`src/hw/vsp_pkg.sv`:
```
// Constants, types and register map of the viewport start and pan latch block
`default_nettype none

package vsp_pkg;
  localparam int START_W = 20;
  localparam int PAN_W = 2;
  localparam int HIGH_W = 4;
  localparam int IRQ_W = 4;
  localparam int BLANK_BIT = 7;
  localparam int IDX_LSB = 2;
  localparam int IDX_MSB = 9;
  localparam int ADDR_TOP_LSB = 10;
  // Printed offsets are register indices; byte address is four times the index
  localparam logic [7:0] IDX_LCD_BLANK = 8'h3a;
  localparam logic [7:0] IDX_LCD_LOW = 8'h42;
  localparam logic [7:0] IDX_LCD_MID = 8'h43;
  localparam logic [7:0] IDX_LCD_HIGH = 8'h44;
  localparam logic [7:0] IDX_LCD_PAN = 8'h48;
  localparam logic [7:0] IDX_CRT_BLANK = 8'h58;
  localparam logic [7:0] IDX_CRT_LOW = 8'h62;
  localparam logic [7:0] IDX_CRT_MID = 8'h63;
  localparam logic [7:0] IDX_CRT_HIGH = 8'h64;
  localparam logic [7:0] IDX_CRT_PAN = 8'h68;
  localparam logic [7:0] IDX_IRQ_STATUS = 8'h70;
  localparam logic [7:0] IDX_IRQ_MASK = 8'h71;
  localparam int IRQ_LCD_VBL = 0;
  localparam int IRQ_CRT_VBL = 1;
  localparam int IRQ_LCD_FRM = 2;
  localparam int IRQ_CRT_FRM = 3;
  localparam logic [START_W-1:0] RST_START = 20'h00000;
  localparam logic [PAN_W-1:0] RST_PAN = 2'h0;
  localparam logic [IRQ_W-1:0] RST_IRQ = 4'h0;
  localparam logic [31:0] RST_RDATA = 32'h00000000;
  localparam logic HRESP_OKAY = 1'b0;

  typedef enum logic [1:0] {
    AHB_IDLE = 2'b00,
    AHB_WR = 2'b01,
    AHB_RD_WAIT = 2'b10,
    AHB_RD_DONE = 2'b11
  } vsp_ahb_state_e;
endpackage

`default_nettype wire

```
`src/hw/vsp_pipe.sv`:
```
// One display pipe: programmed start address and pan, and their fetch-side latches
`default_nettype none

module vsp_pipe (
  input wire logic mclk,
  input wire logic reset,
  input wire logic wr_low,
  input wire logic wr_mid,
  input wire logic wr_high,
  input wire logic wr_pan,
  input wire logic [7:0] wdata,
  input wire logic frame_start,
  input wire logic line_start,
  input wire logic vblank,
  output logic [vsp_pkg::START_W-1:0] start_addr,
  output logic [vsp_pkg::PAN_W-1:0] pan,
  output logic [vsp_pkg::START_W-1:0] fetch_start,
  output logic [vsp_pkg::PAN_W-1:0] fetch_pan,
  output logic vblank_rise,
  output logic frame_latched
);
  logic [vsp_pkg::START_W-1:0] start_ff, nxt_start, fstart_ff, nxt_fstart;
  logic [vsp_pkg::PAN_W-1:0] pan_ff, nxt_pan, fpan_ff, nxt_fpan;
  logic vbl_ff;

  always_comb begin
    nxt_start = start_ff;
    nxt_pan = pan_ff;
    if (wr_low) nxt_start[7:0] = wdata;
    if (wr_mid) nxt_start[15:8] = wdata;
    if (wr_high) nxt_start[19:16] = wdata[vsp_pkg::HIGH_W-1:0];
    // Pan is trusted to change only in blanking; mid-frame writes show as jitter
    if (wr_pan) nxt_pan = wdata[vsp_pkg::PAN_W-1:0];
    nxt_fstart = frame_start ? start_ff : fstart_ff;
    nxt_fpan = line_start ? pan_ff : fpan_ff;
  end

  always_ff @(posedge mclk) begin
    if (reset) begin
      start_ff <= vsp_pkg::RST_START;
      pan_ff <= vsp_pkg::RST_PAN;
      fstart_ff <= vsp_pkg::RST_START;
      fpan_ff <= vsp_pkg::RST_PAN;
      vbl_ff <= 1'b0;
    end else begin
      start_ff <= nxt_start;
      pan_ff <= nxt_pan;
      fstart_ff <= nxt_fstart;
      fpan_ff <= nxt_fpan;
      vbl_ff <= vblank;
    end
  end

  assign start_addr = start_ff;
  assign pan = pan_ff;
  // Word offset handed to the fetch engine for the whole frame
  assign fetch_start = fstart_ff;
  assign fetch_pan = fpan_ff;
  assign vblank_rise = vblank & ~vbl_ff;
  assign frame_latched = frame_start;
endmodule // vsp_pipe

`default_nettype wire

```
`src/hw/vsp_irq.sv`:
```
// Sticky event status, mask and level interrupt
`default_nettype none

module vsp_irq (
  input wire logic mclk,
  input wire logic reset,
  input wire logic [vsp_pkg::IRQ_W-1:0] evt,
  input wire logic clr_wr,
  input wire logic mask_wr,
  input wire logic [vsp_pkg::IRQ_W-1:0] wdata,
  output logic [vsp_pkg::IRQ_W-1:0] status,
  output logic [vsp_pkg::IRQ_W-1:0] mask,
  output logic irq
);
  logic [vsp_pkg::IRQ_W-1:0] st_ff, nxt_st, mask_ff, nxt_mask;
  logic irq_ff, nxt_irq;

  always_comb begin
    // An event in the clearing cycle survives: set is applied after clear
    nxt_st = (clr_wr ? (st_ff & ~wdata) : st_ff) | evt;
    nxt_mask = mask_wr ? wdata : mask_ff;
    nxt_irq = |(nxt_st & nxt_mask);
  end

  always_ff @(posedge mclk) begin
    if (reset) begin
      st_ff <= vsp_pkg::RST_IRQ;
      mask_ff <= vsp_pkg::RST_IRQ;
      irq_ff <= 1'b0;
    end else begin
      st_ff <= nxt_st;
      mask_ff <= nxt_mask;
      irq_ff <= nxt_irq;
    end
  end

  assign status = st_ff;
  assign mask = mask_ff;
  assign irq = irq_ff;
endmodule // vsp_irq

`default_nettype wire

```
`src/hw/vsp_top.sv`:
```
// AHB-Lite register slave and two display pipes for viewport start and pan
//
// Decided for this implementation: the AHB-Lite interface to the registers.
`default_nettype none

module vsp_top (
  input wire logic mclk,
  input wire logic reset,
  input wire logic hsel,
  input wire logic [31:0] haddr,
  input wire logic [1:0] htrans,
  input wire logic hwrite,
  input wire logic [2:0] hsize,
  input wire logic [31:0] hwdata,
  input wire logic hready,
  output logic hreadyout,
  output logic hresp,
  output logic [31:0] hrdata,
  input wire logic lcd_frame_start,
  input wire logic lcd_line_start,
  input wire logic lcd_vblank,
  input wire logic crt_frame_start,
  input wire logic crt_line_start,
  input wire logic crt_vblank,
  output logic [19:0] lcd_fetch_start_addr,
  output logic [1:0] lcd_fetch_pan,
  output logic [19:0] crt_fetch_start_addr,
  output logic [1:0] crt_fetch_pan,
  output logic irq
);
  //////////////////////////////////////////////////////////////////////////////
  // Bus slave state
  vsp_pkg::vsp_ahb_state_e state_ff, nxt_state;
  logic [7:0] idx_ff, nxt_idx;
  logic ok_ff, nxt_ok;
  logic [31:0] rdata_ff, nxt_rdata;
  logic accept;
  logic wr_fire;
  logic [31:0] rd_val;

  logic [1:0] frame_v, line_v, vbl_v, rise_v, frm_v;
  logic [1:0] wr_low_v, wr_mid_v, wr_high_v, wr_pan_v;
  logic [vsp_pkg::START_W-1:0] prog_start [2];
  logic [vsp_pkg::PAN_W-1:0] prog_pan [2];
  logic [vsp_pkg::START_W-1:0] fetch_start [2];
  logic [vsp_pkg::PAN_W-1:0] fetch_pan [2];
  logic [vsp_pkg::IRQ_W-1:0] irq_status, irq_mask, irq_evt;

  // Transfer size and burst type are not decoded; only single word transfers are used
  assign accept = hsel & hready & htrans[1];

  always_comb begin
    nxt_state = state_ff;
    nxt_idx = idx_ff;
    nxt_ok = ok_ff;
    nxt_rdata = rdata_ff;
    case (state_ff)
      vsp_pkg::AHB_RD_WAIT: begin
        // Extra cycle lets a write in the previous data phase land first
        nxt_rdata = rd_val;
        nxt_state = vsp_pkg::AHB_RD_DONE;
      end
      vsp_pkg::AHB_IDLE, vsp_pkg::AHB_WR, vsp_pkg::AHB_RD_DONE: begin
        if (accept) begin
          nxt_idx = haddr[vsp_pkg::IDX_MSB:vsp_pkg::IDX_LSB];
          nxt_ok = (haddr[31:vsp_pkg::ADDR_TOP_LSB] == 22'h000000) &&
                   (haddr[1:0] == 2'h0);
          nxt_state = hwrite ? vsp_pkg::AHB_WR : vsp_pkg::AHB_RD_WAIT;
        end else begin
          nxt_state = vsp_pkg::AHB_IDLE;
        end
      end
      default: begin
        nxt_state = vsp_pkg::AHB_IDLE;
      end
    endcase
  end

  always_ff @(posedge mclk) begin
    if (reset) begin
      state_ff <= vsp_pkg::AHB_IDLE;
      idx_ff <= 8'h00;
      ok_ff <= 1'b0;
      rdata_ff <= vsp_pkg::RST_RDATA;
    end else begin
      state_ff <= nxt_state;
      idx_ff <= nxt_idx;
      ok_ff <= nxt_ok;
      rdata_ff <= nxt_rdata;
    end
  end

  assign hreadyout = (state_ff != vsp_pkg::AHB_RD_WAIT);
  assign hresp = vsp_pkg::HRESP_OKAY;
  assign hrdata = rdata_ff;
  // Writes commit at the end of the data phase; unmapped writes are dropped
  assign wr_fire = (state_ff == vsp_pkg::AHB_WR) & ok_ff;

  //////////////////////////////////////////////////////////////////////////////
  // Read decode
  always_comb begin
    rd_val = 32'h00000000;
    if (ok_ff) begin
      case (idx_ff)
        vsp_pkg::IDX_LCD_BLANK: rd_val[vsp_pkg::BLANK_BIT] = lcd_vblank;
        vsp_pkg::IDX_CRT_BLANK: rd_val[vsp_pkg::BLANK_BIT] = crt_vblank;
        vsp_pkg::IDX_LCD_LOW: rd_val[7:0] = prog_start[0][7:0];
        vsp_pkg::IDX_LCD_MID: rd_val[7:0] = prog_start[0][15:8];
        vsp_pkg::IDX_LCD_HIGH: rd_val[3:0] = prog_start[0][19:16];
        vsp_pkg::IDX_LCD_PAN: rd_val[1:0] = prog_pan[0];
        vsp_pkg::IDX_CRT_LOW: rd_val[7:0] = prog_start[1][7:0];
        vsp_pkg::IDX_CRT_MID: rd_val[7:0] = prog_start[1][15:8];
        vsp_pkg::IDX_CRT_HIGH: rd_val[3:0] = prog_start[1][19:16];
        vsp_pkg::IDX_CRT_PAN: rd_val[1:0] = prog_pan[1];
        vsp_pkg::IDX_IRQ_STATUS: rd_val[vsp_pkg::IRQ_W-1:0] = irq_status;
        vsp_pkg::IDX_IRQ_MASK: rd_val[vsp_pkg::IRQ_W-1:0] = irq_mask;
        default: rd_val = 32'h00000000;
      endcase
    end
  end

  //////////////////////////////////////////////////////////////////////////////
  // Display pipes, index 0 is the LCD and 1 the CRT/TV
  assign frame_v = {crt_frame_start, lcd_frame_start};
  assign line_v = {crt_line_start, lcd_line_start};
  assign vbl_v = {crt_vblank, lcd_vblank};

  genvar gi;
  generate
    for (gi = 0; gi < 2; gi++) begin : g_pipe
      localparam logic [7:0] IL = (gi == 0) ? vsp_pkg::IDX_LCD_LOW : vsp_pkg::IDX_CRT_LOW;
      localparam logic [7:0] IM = (gi == 0) ? vsp_pkg::IDX_LCD_MID : vsp_pkg::IDX_CRT_MID;
      localparam logic [7:0] IH = (gi == 0) ? vsp_pkg::IDX_LCD_HIGH : vsp_pkg::IDX_CRT_HIGH;
      localparam logic [7:0] IP = (gi == 0) ? vsp_pkg::IDX_LCD_PAN : vsp_pkg::IDX_CRT_PAN;
      // Each strobe decodes its own index, so one pipe never sees the other's write
      assign wr_low_v[gi] = wr_fire & (idx_ff == IL);
      assign wr_mid_v[gi] = wr_fire & (idx_ff == IM);
      assign wr_high_v[gi] = wr_fire & (idx_ff == IH);
      assign wr_pan_v[gi] = wr_fire & (idx_ff == IP);

      vsp_pipe u_pipe (
        .mclk(mclk),
        .reset(reset),
        .wr_low(wr_low_v[gi]),
        .wr_mid(wr_mid_v[gi]),
        .wr_high(wr_high_v[gi]),
        .wr_pan(wr_pan_v[gi]),
        .wdata(hwdata[7:0]),
        .frame_start(frame_v[gi]),
        .line_start(line_v[gi]),
        .vblank(vbl_v[gi]),
        .start_addr(prog_start[gi]),
        .pan(prog_pan[gi]),
        .fetch_start(fetch_start[gi]),
        .fetch_pan(fetch_pan[gi]),
        .vblank_rise(rise_v[gi]),
        .frame_latched(frm_v[gi])
      );
    end
  endgenerate

  assign lcd_fetch_start_addr = fetch_start[0];
  assign lcd_fetch_pan = fetch_pan[0];
  assign crt_fetch_start_addr = fetch_start[1];
  assign crt_fetch_pan = fetch_pan[1];

  //////////////////////////////////////////////////////////////////////////////
  // Interrupts: blanking start tells software its safe update window has opened
  always_comb begin
    irq_evt = vsp_pkg::RST_IRQ;
    irq_evt[vsp_pkg::IRQ_LCD_VBL] = rise_v[0];
    irq_evt[vsp_pkg::IRQ_CRT_VBL] = rise_v[1];
    irq_evt[vsp_pkg::IRQ_LCD_FRM] = frm_v[0];
    irq_evt[vsp_pkg::IRQ_CRT_FRM] = frm_v[1];
  end

  vsp_irq u_irq (
    .mclk(mclk),
    .reset(reset),
    .evt(irq_evt),
    .clr_wr(wr_fire & (idx_ff == vsp_pkg::IDX_IRQ_STATUS)),
    .mask_wr(wr_fire & (idx_ff == vsp_pkg::IDX_IRQ_MASK)),
    .wdata(hwdata[vsp_pkg::IRQ_W-1:0]),
    .status(irq_status),
    .mask(irq_mask),
    .irq(irq)
  );

  logic lcd_touch;
  assign lcd_touch = wr_low_v[0] | wr_mid_v[0] | wr_high_v[0] | wr_pan_v[0];
  logic crt_touch;
  assign crt_touch = wr_low_v[1] | wr_mid_v[1] | wr_high_v[1] | wr_pan_v[1];

  //////////////////////////////////////////////////////////////////////////////
  // Checks on the bus answer
  logic wr_taken;
  logic rd_landing;
  assign wr_taken = accept & hwrite;
  assign rd_landing = (state_ff == vsp_pkg::AHB_RD_DONE);

  //////////////////////////////////////////////////////////////////////////////
  // Stored bytes and fetch latches, once per pipe
  genvar gc;
  generate
    for (gc = 0; gc < 2; gc++) begin : g_store_chk

    end
  endgenerate
endmodule // vsp_top

`default_nettype wire

```
`config.mk`:
```
export PLATFORM = sky130hd
export DESIGN_NAME = vsp_top
export DESIGN_NICKNAME = d
export VERILOG_FILES = /design/src/hw/vsp_pkg.sv /design/src/hw/vsp_pipe.sv /design/src/hw/vsp_irq.sv /design/src/hw/vsp_top.sv
export SDC_FILE = /design/constraint.sdc
export NUM_CORES = 1
export LEC_CHECK = 0
export BUFFER_PORTS_ARGS = -buffer_cell sky130_fd_sc_hd__buf_2
export CORE_MARGIN = 5
export CORE_UTILIZATION = 56
export DETAILED_ROUTE_END_ITERATION = 8
export HOLD_SLACK_MARGIN = 0.1
export MAX_ROUTING_LAYER = met4
export PLACE_DENSITY = 0.87
export SLEW_MARGIN = 20
export SYNTH_ARGS = -nofsm -noshare
export SYNTH_HDL_FRONTEND = slang
export SYNTH_HIERARCHICAL = 1
export SYNTH_SLANG_ARGS = --single-unit
```
`constraint.sdc`:
```
create_clock -name mclk -period 4.7 [get_ports mclk]
set_input_delay 1.41 -clock mclk [delete_from_list [all_inputs] [get_ports mclk]]
set_output_delay 1.41 -clock mclk [all_outputs]
set_load 0.005 [all_outputs]
```
==> impl_metrics.yaml <==
clocking:
  insertion_delay_ns: 0.52
  numCtsBuffers: 17
  cts_resized: 0
  cts_max_level: 4
  post_cts.repair.setup_buffers: 0
  ctsLongestPathBuffers: 2
  clk_pin_slew_ns: 0.05
  cts_root_buffer: "clkbuf_8"
  cts_tree: "built"
  holdBufCountCts: 0
  cts_sinks: 118
hold_path:
  hold_class: "register to register"
grt:
  grt_overflow: 0
  grt_max_degree: 101
  grt_pass1_wl_mm: 21.0
  antenna_found_initial: 0
  first_global_vias: 4116
  grt_use_total_pct: 23.7
timing:
  rsz0062_at_grt: "no"
  setup_viol: 0
  slew_headroom_pct: 31.1
  max_freq_mhz: 306
  fin_crit_sh_pct: 69.6
  fin_crit_ns: 3.27
  tightestPinTransition_ns: 1.03
  fin_hold_ws_ns: 0.479
  skew_ns: 0.00818
  slew_viol_final: 0
  hold_viol_final: 0
  fin_ws_ns: 1.43
  finalSetupTns_ns: 0
route:
  dr.pass1.iters: 5
  vias: 4290
  drc_errors: 0
  ant_nets: 0
  wirelength_mm: 13.2
  drtIter0Drc: 350
  wl_met2_mm: 6.36
  top_layer_used: "met4"
  vias_per_cell: 5.49
  wl_met1_mm: 5.67
  wl_met3_um: 905
  wl_per_cell_um: 16.9
synthesis:
  postSynthAreaPerCell_um2: 9.62
  synth_area_leaders: "dfxtp_1 44%, mux2i_1 19%, nor2_1 8.7%, buf_4 4.7%, nand2_1 2.3%"
  synth_top_area_share_pct: 44.5
  yosys.area.top_type: "dfxtp_1"
  synthDistinctLibCells: 58
  syn_area_um2: 5310
  synth.most_common_cell: "nor2_1"
  synth_common_cells: "123 x nor2_1, 118 x dfxtp_1, 99 x mux2i_1"
  synth-main-ff-cell: "dfxtp_1"
  synth_seq_cells: 118
  synth_edf_count: 0
  ys_warn_count: 6
  seq_area_frac_synth_pct: 44.5
  syn-instance-count: 552
  synthArstFlopShare_pct: 0
final_layout:
  drive_above_1_share_pct: 23.9
  area_growth_pct: 17.6
  n_antenna_cell: 0
  finalNetCount: 720
floorplanning:
  row_count: 35
  die_area_um2: 11500
  core_region_area_um2: 9240
  fp.dieH_um: 107
  initial_core_util_pct: 57.5
  die_w_um: 107
  pin_count: 159
pwr:
  vdd_ir_drop_max_mv: 0.311
  power_leakage_nw: 2.59
  powerDensity_nw_per_um2: 393
worst_setup_path:
  required_ns: 3.29
  worst-setup-path-type: "register to output port"
  reg2reg_from: "idx_ff[5]"
  crit_path_end: "hreadyout"
  cp-end-kind: "output port"
  critPathLaunch: "state_ff[1]"
  rrSetupSlack_ns: 1.59
  critPathLaunchType: "register"
  reg2regPathDepth: 5
  path_max_fanout: 10
  arrival_ns: 1.86
  timing.rr.end: "u_irq/irq"
place:
  place_congestion: 0.903
  place_ws_ns: 1.62
  port_buffers: 105
  dp_hpwl_mm: 9.20
status:
  status: "complete, no violations"
job:
  drv_cap: 0
worst max-delay path: stages, from the launching register on:
cell and delay, ns:
dfxtp_1 0.33, nor2b_1 0.33, clkinv_1 0.43, buf_2 0.26
cell usage in the layout (no fill, tap or decap), types with 2 or more instances in the layout:
cell | netlist | final
clkinv_2 | 0 | 3
inv_1 | 4 | 4
conb_1 | 1 | 25
nor3b_1 | 2 | 2
a22oi_1 | 5 | 5
mux2_2 | 2 | 2
clkinvlp_4 | 0 | 3
a21boi_0 | 4 | 4
a211oi_1 | 4 | 4
a21oi_1 | 14 | 14
o21ai_0 | 2 | 2
nand4_1 | 5 | 5
nor2b_1 | 10 | 10
nor2_1 | 123 | 123
nand2_1 | 33 | 33
clkbuf_16 | 0 | 16
inv_6 | 0 | 3
mux2i_1 | 99 | 99
buf_2 | 13 | 104
nor3_1 | 5 | 5
o21ba_1 | 3 | 3
dfxtp_1 | 118 | 118
a221oi_1 | 2 | 2
buf_4 | 33 | 3
nand3_1 | 8 | 8
clkinv_4 | 0 | 2
bufinv_16 | 0 | 4
mux4_2 | 4 | 4
o31ai_1 | 3 | 3
nor4_1 | 6 | 6
nand3b_1 | 5 | 5
logic make-up after synthesis:
kind of cell | count (synthesis) | synth area share (%)
flip-flops | 118 | 44.5
buffers and inverters | 67 | 9.31
AND/OR/NAND/NOR | 206 | 17.1
multiplexers | 105 | 20.8
AO/OA/AOI/OAI | 54 | 8.08
other | 1 | 0.0706
XOR/XNOR | 1 | 0.165
routing by layer:
metal	GRT usage, %	vias to the layer above
li1	-	2026
met4	8.93	0
met1	30.9	2043
met5	-	-
met3	5.16	21
met2	36.3	200
power breakdown:
group	internal, mW	switching (mW)
clock network	0.863	0.474
logic	0.0373	0.0648
registers	1.01	0.00961
total	1.91	0.548
area by class of cell:
type	count	area [um^2]
Clock buffer	17	414
Tap cell	129	161
Fill cell	705	3000
Timing Repair Buffer	107	543
Multi-Input combinational cell	391	2540
Inverter	5	18.8
Clock inverter	15	201
Sequential cell	118	2360
per-stage QoR:
| stage | std cells | area, um^2 | util, % | total power [mW] |
|---|---|---|---|---|
| global route | 782 | 6240 | 67.6 | 2.53 |
| floorplan | 576 | 5400 | - | 1.12 |
| CTS | 782 | 6240 | 67.6 | 2.47 |
| finish | 782 | 6240 | 67.6 | 2.46 |
| detailed placement | 750 | 5630 | 60.9 | 1.14 |
| global placement | 750 | 5630 | 60.9 | 1.14 |
state kept, by name (all words and copies together) (netlist names):
name	cells
g_pipe.u_pipe/fetch_pan	4
g_pipe.u_pipe/pan	4
ok_ff	1
u_irq/status	4
g_pipe.u_pipe/fetch_start	40
u_irq/mask	4
u_irq/irq	1
hrdata	8
g_pipe.u_pipe/vbl_ff	2
g_pipe.u_pipe/start_addr	40
idx_ff	8
state_ff	2
how the worst min path moves through the flow:
stage	startpoint	end	cells after the start
floorplan	hrdata[1]	hrdata[1]	2
global placement	hrdata[7]	hrdata[7]	2
detailed placement	hrdata[1]	hrdata[1]	2
CTS	hrdata[1]	hrdata[1]	2
global route	hrdata[1]	hrdata[1]	2
finish	hrdata[1]	hrdata[1]	2
(Power assumes the default switching activity.)
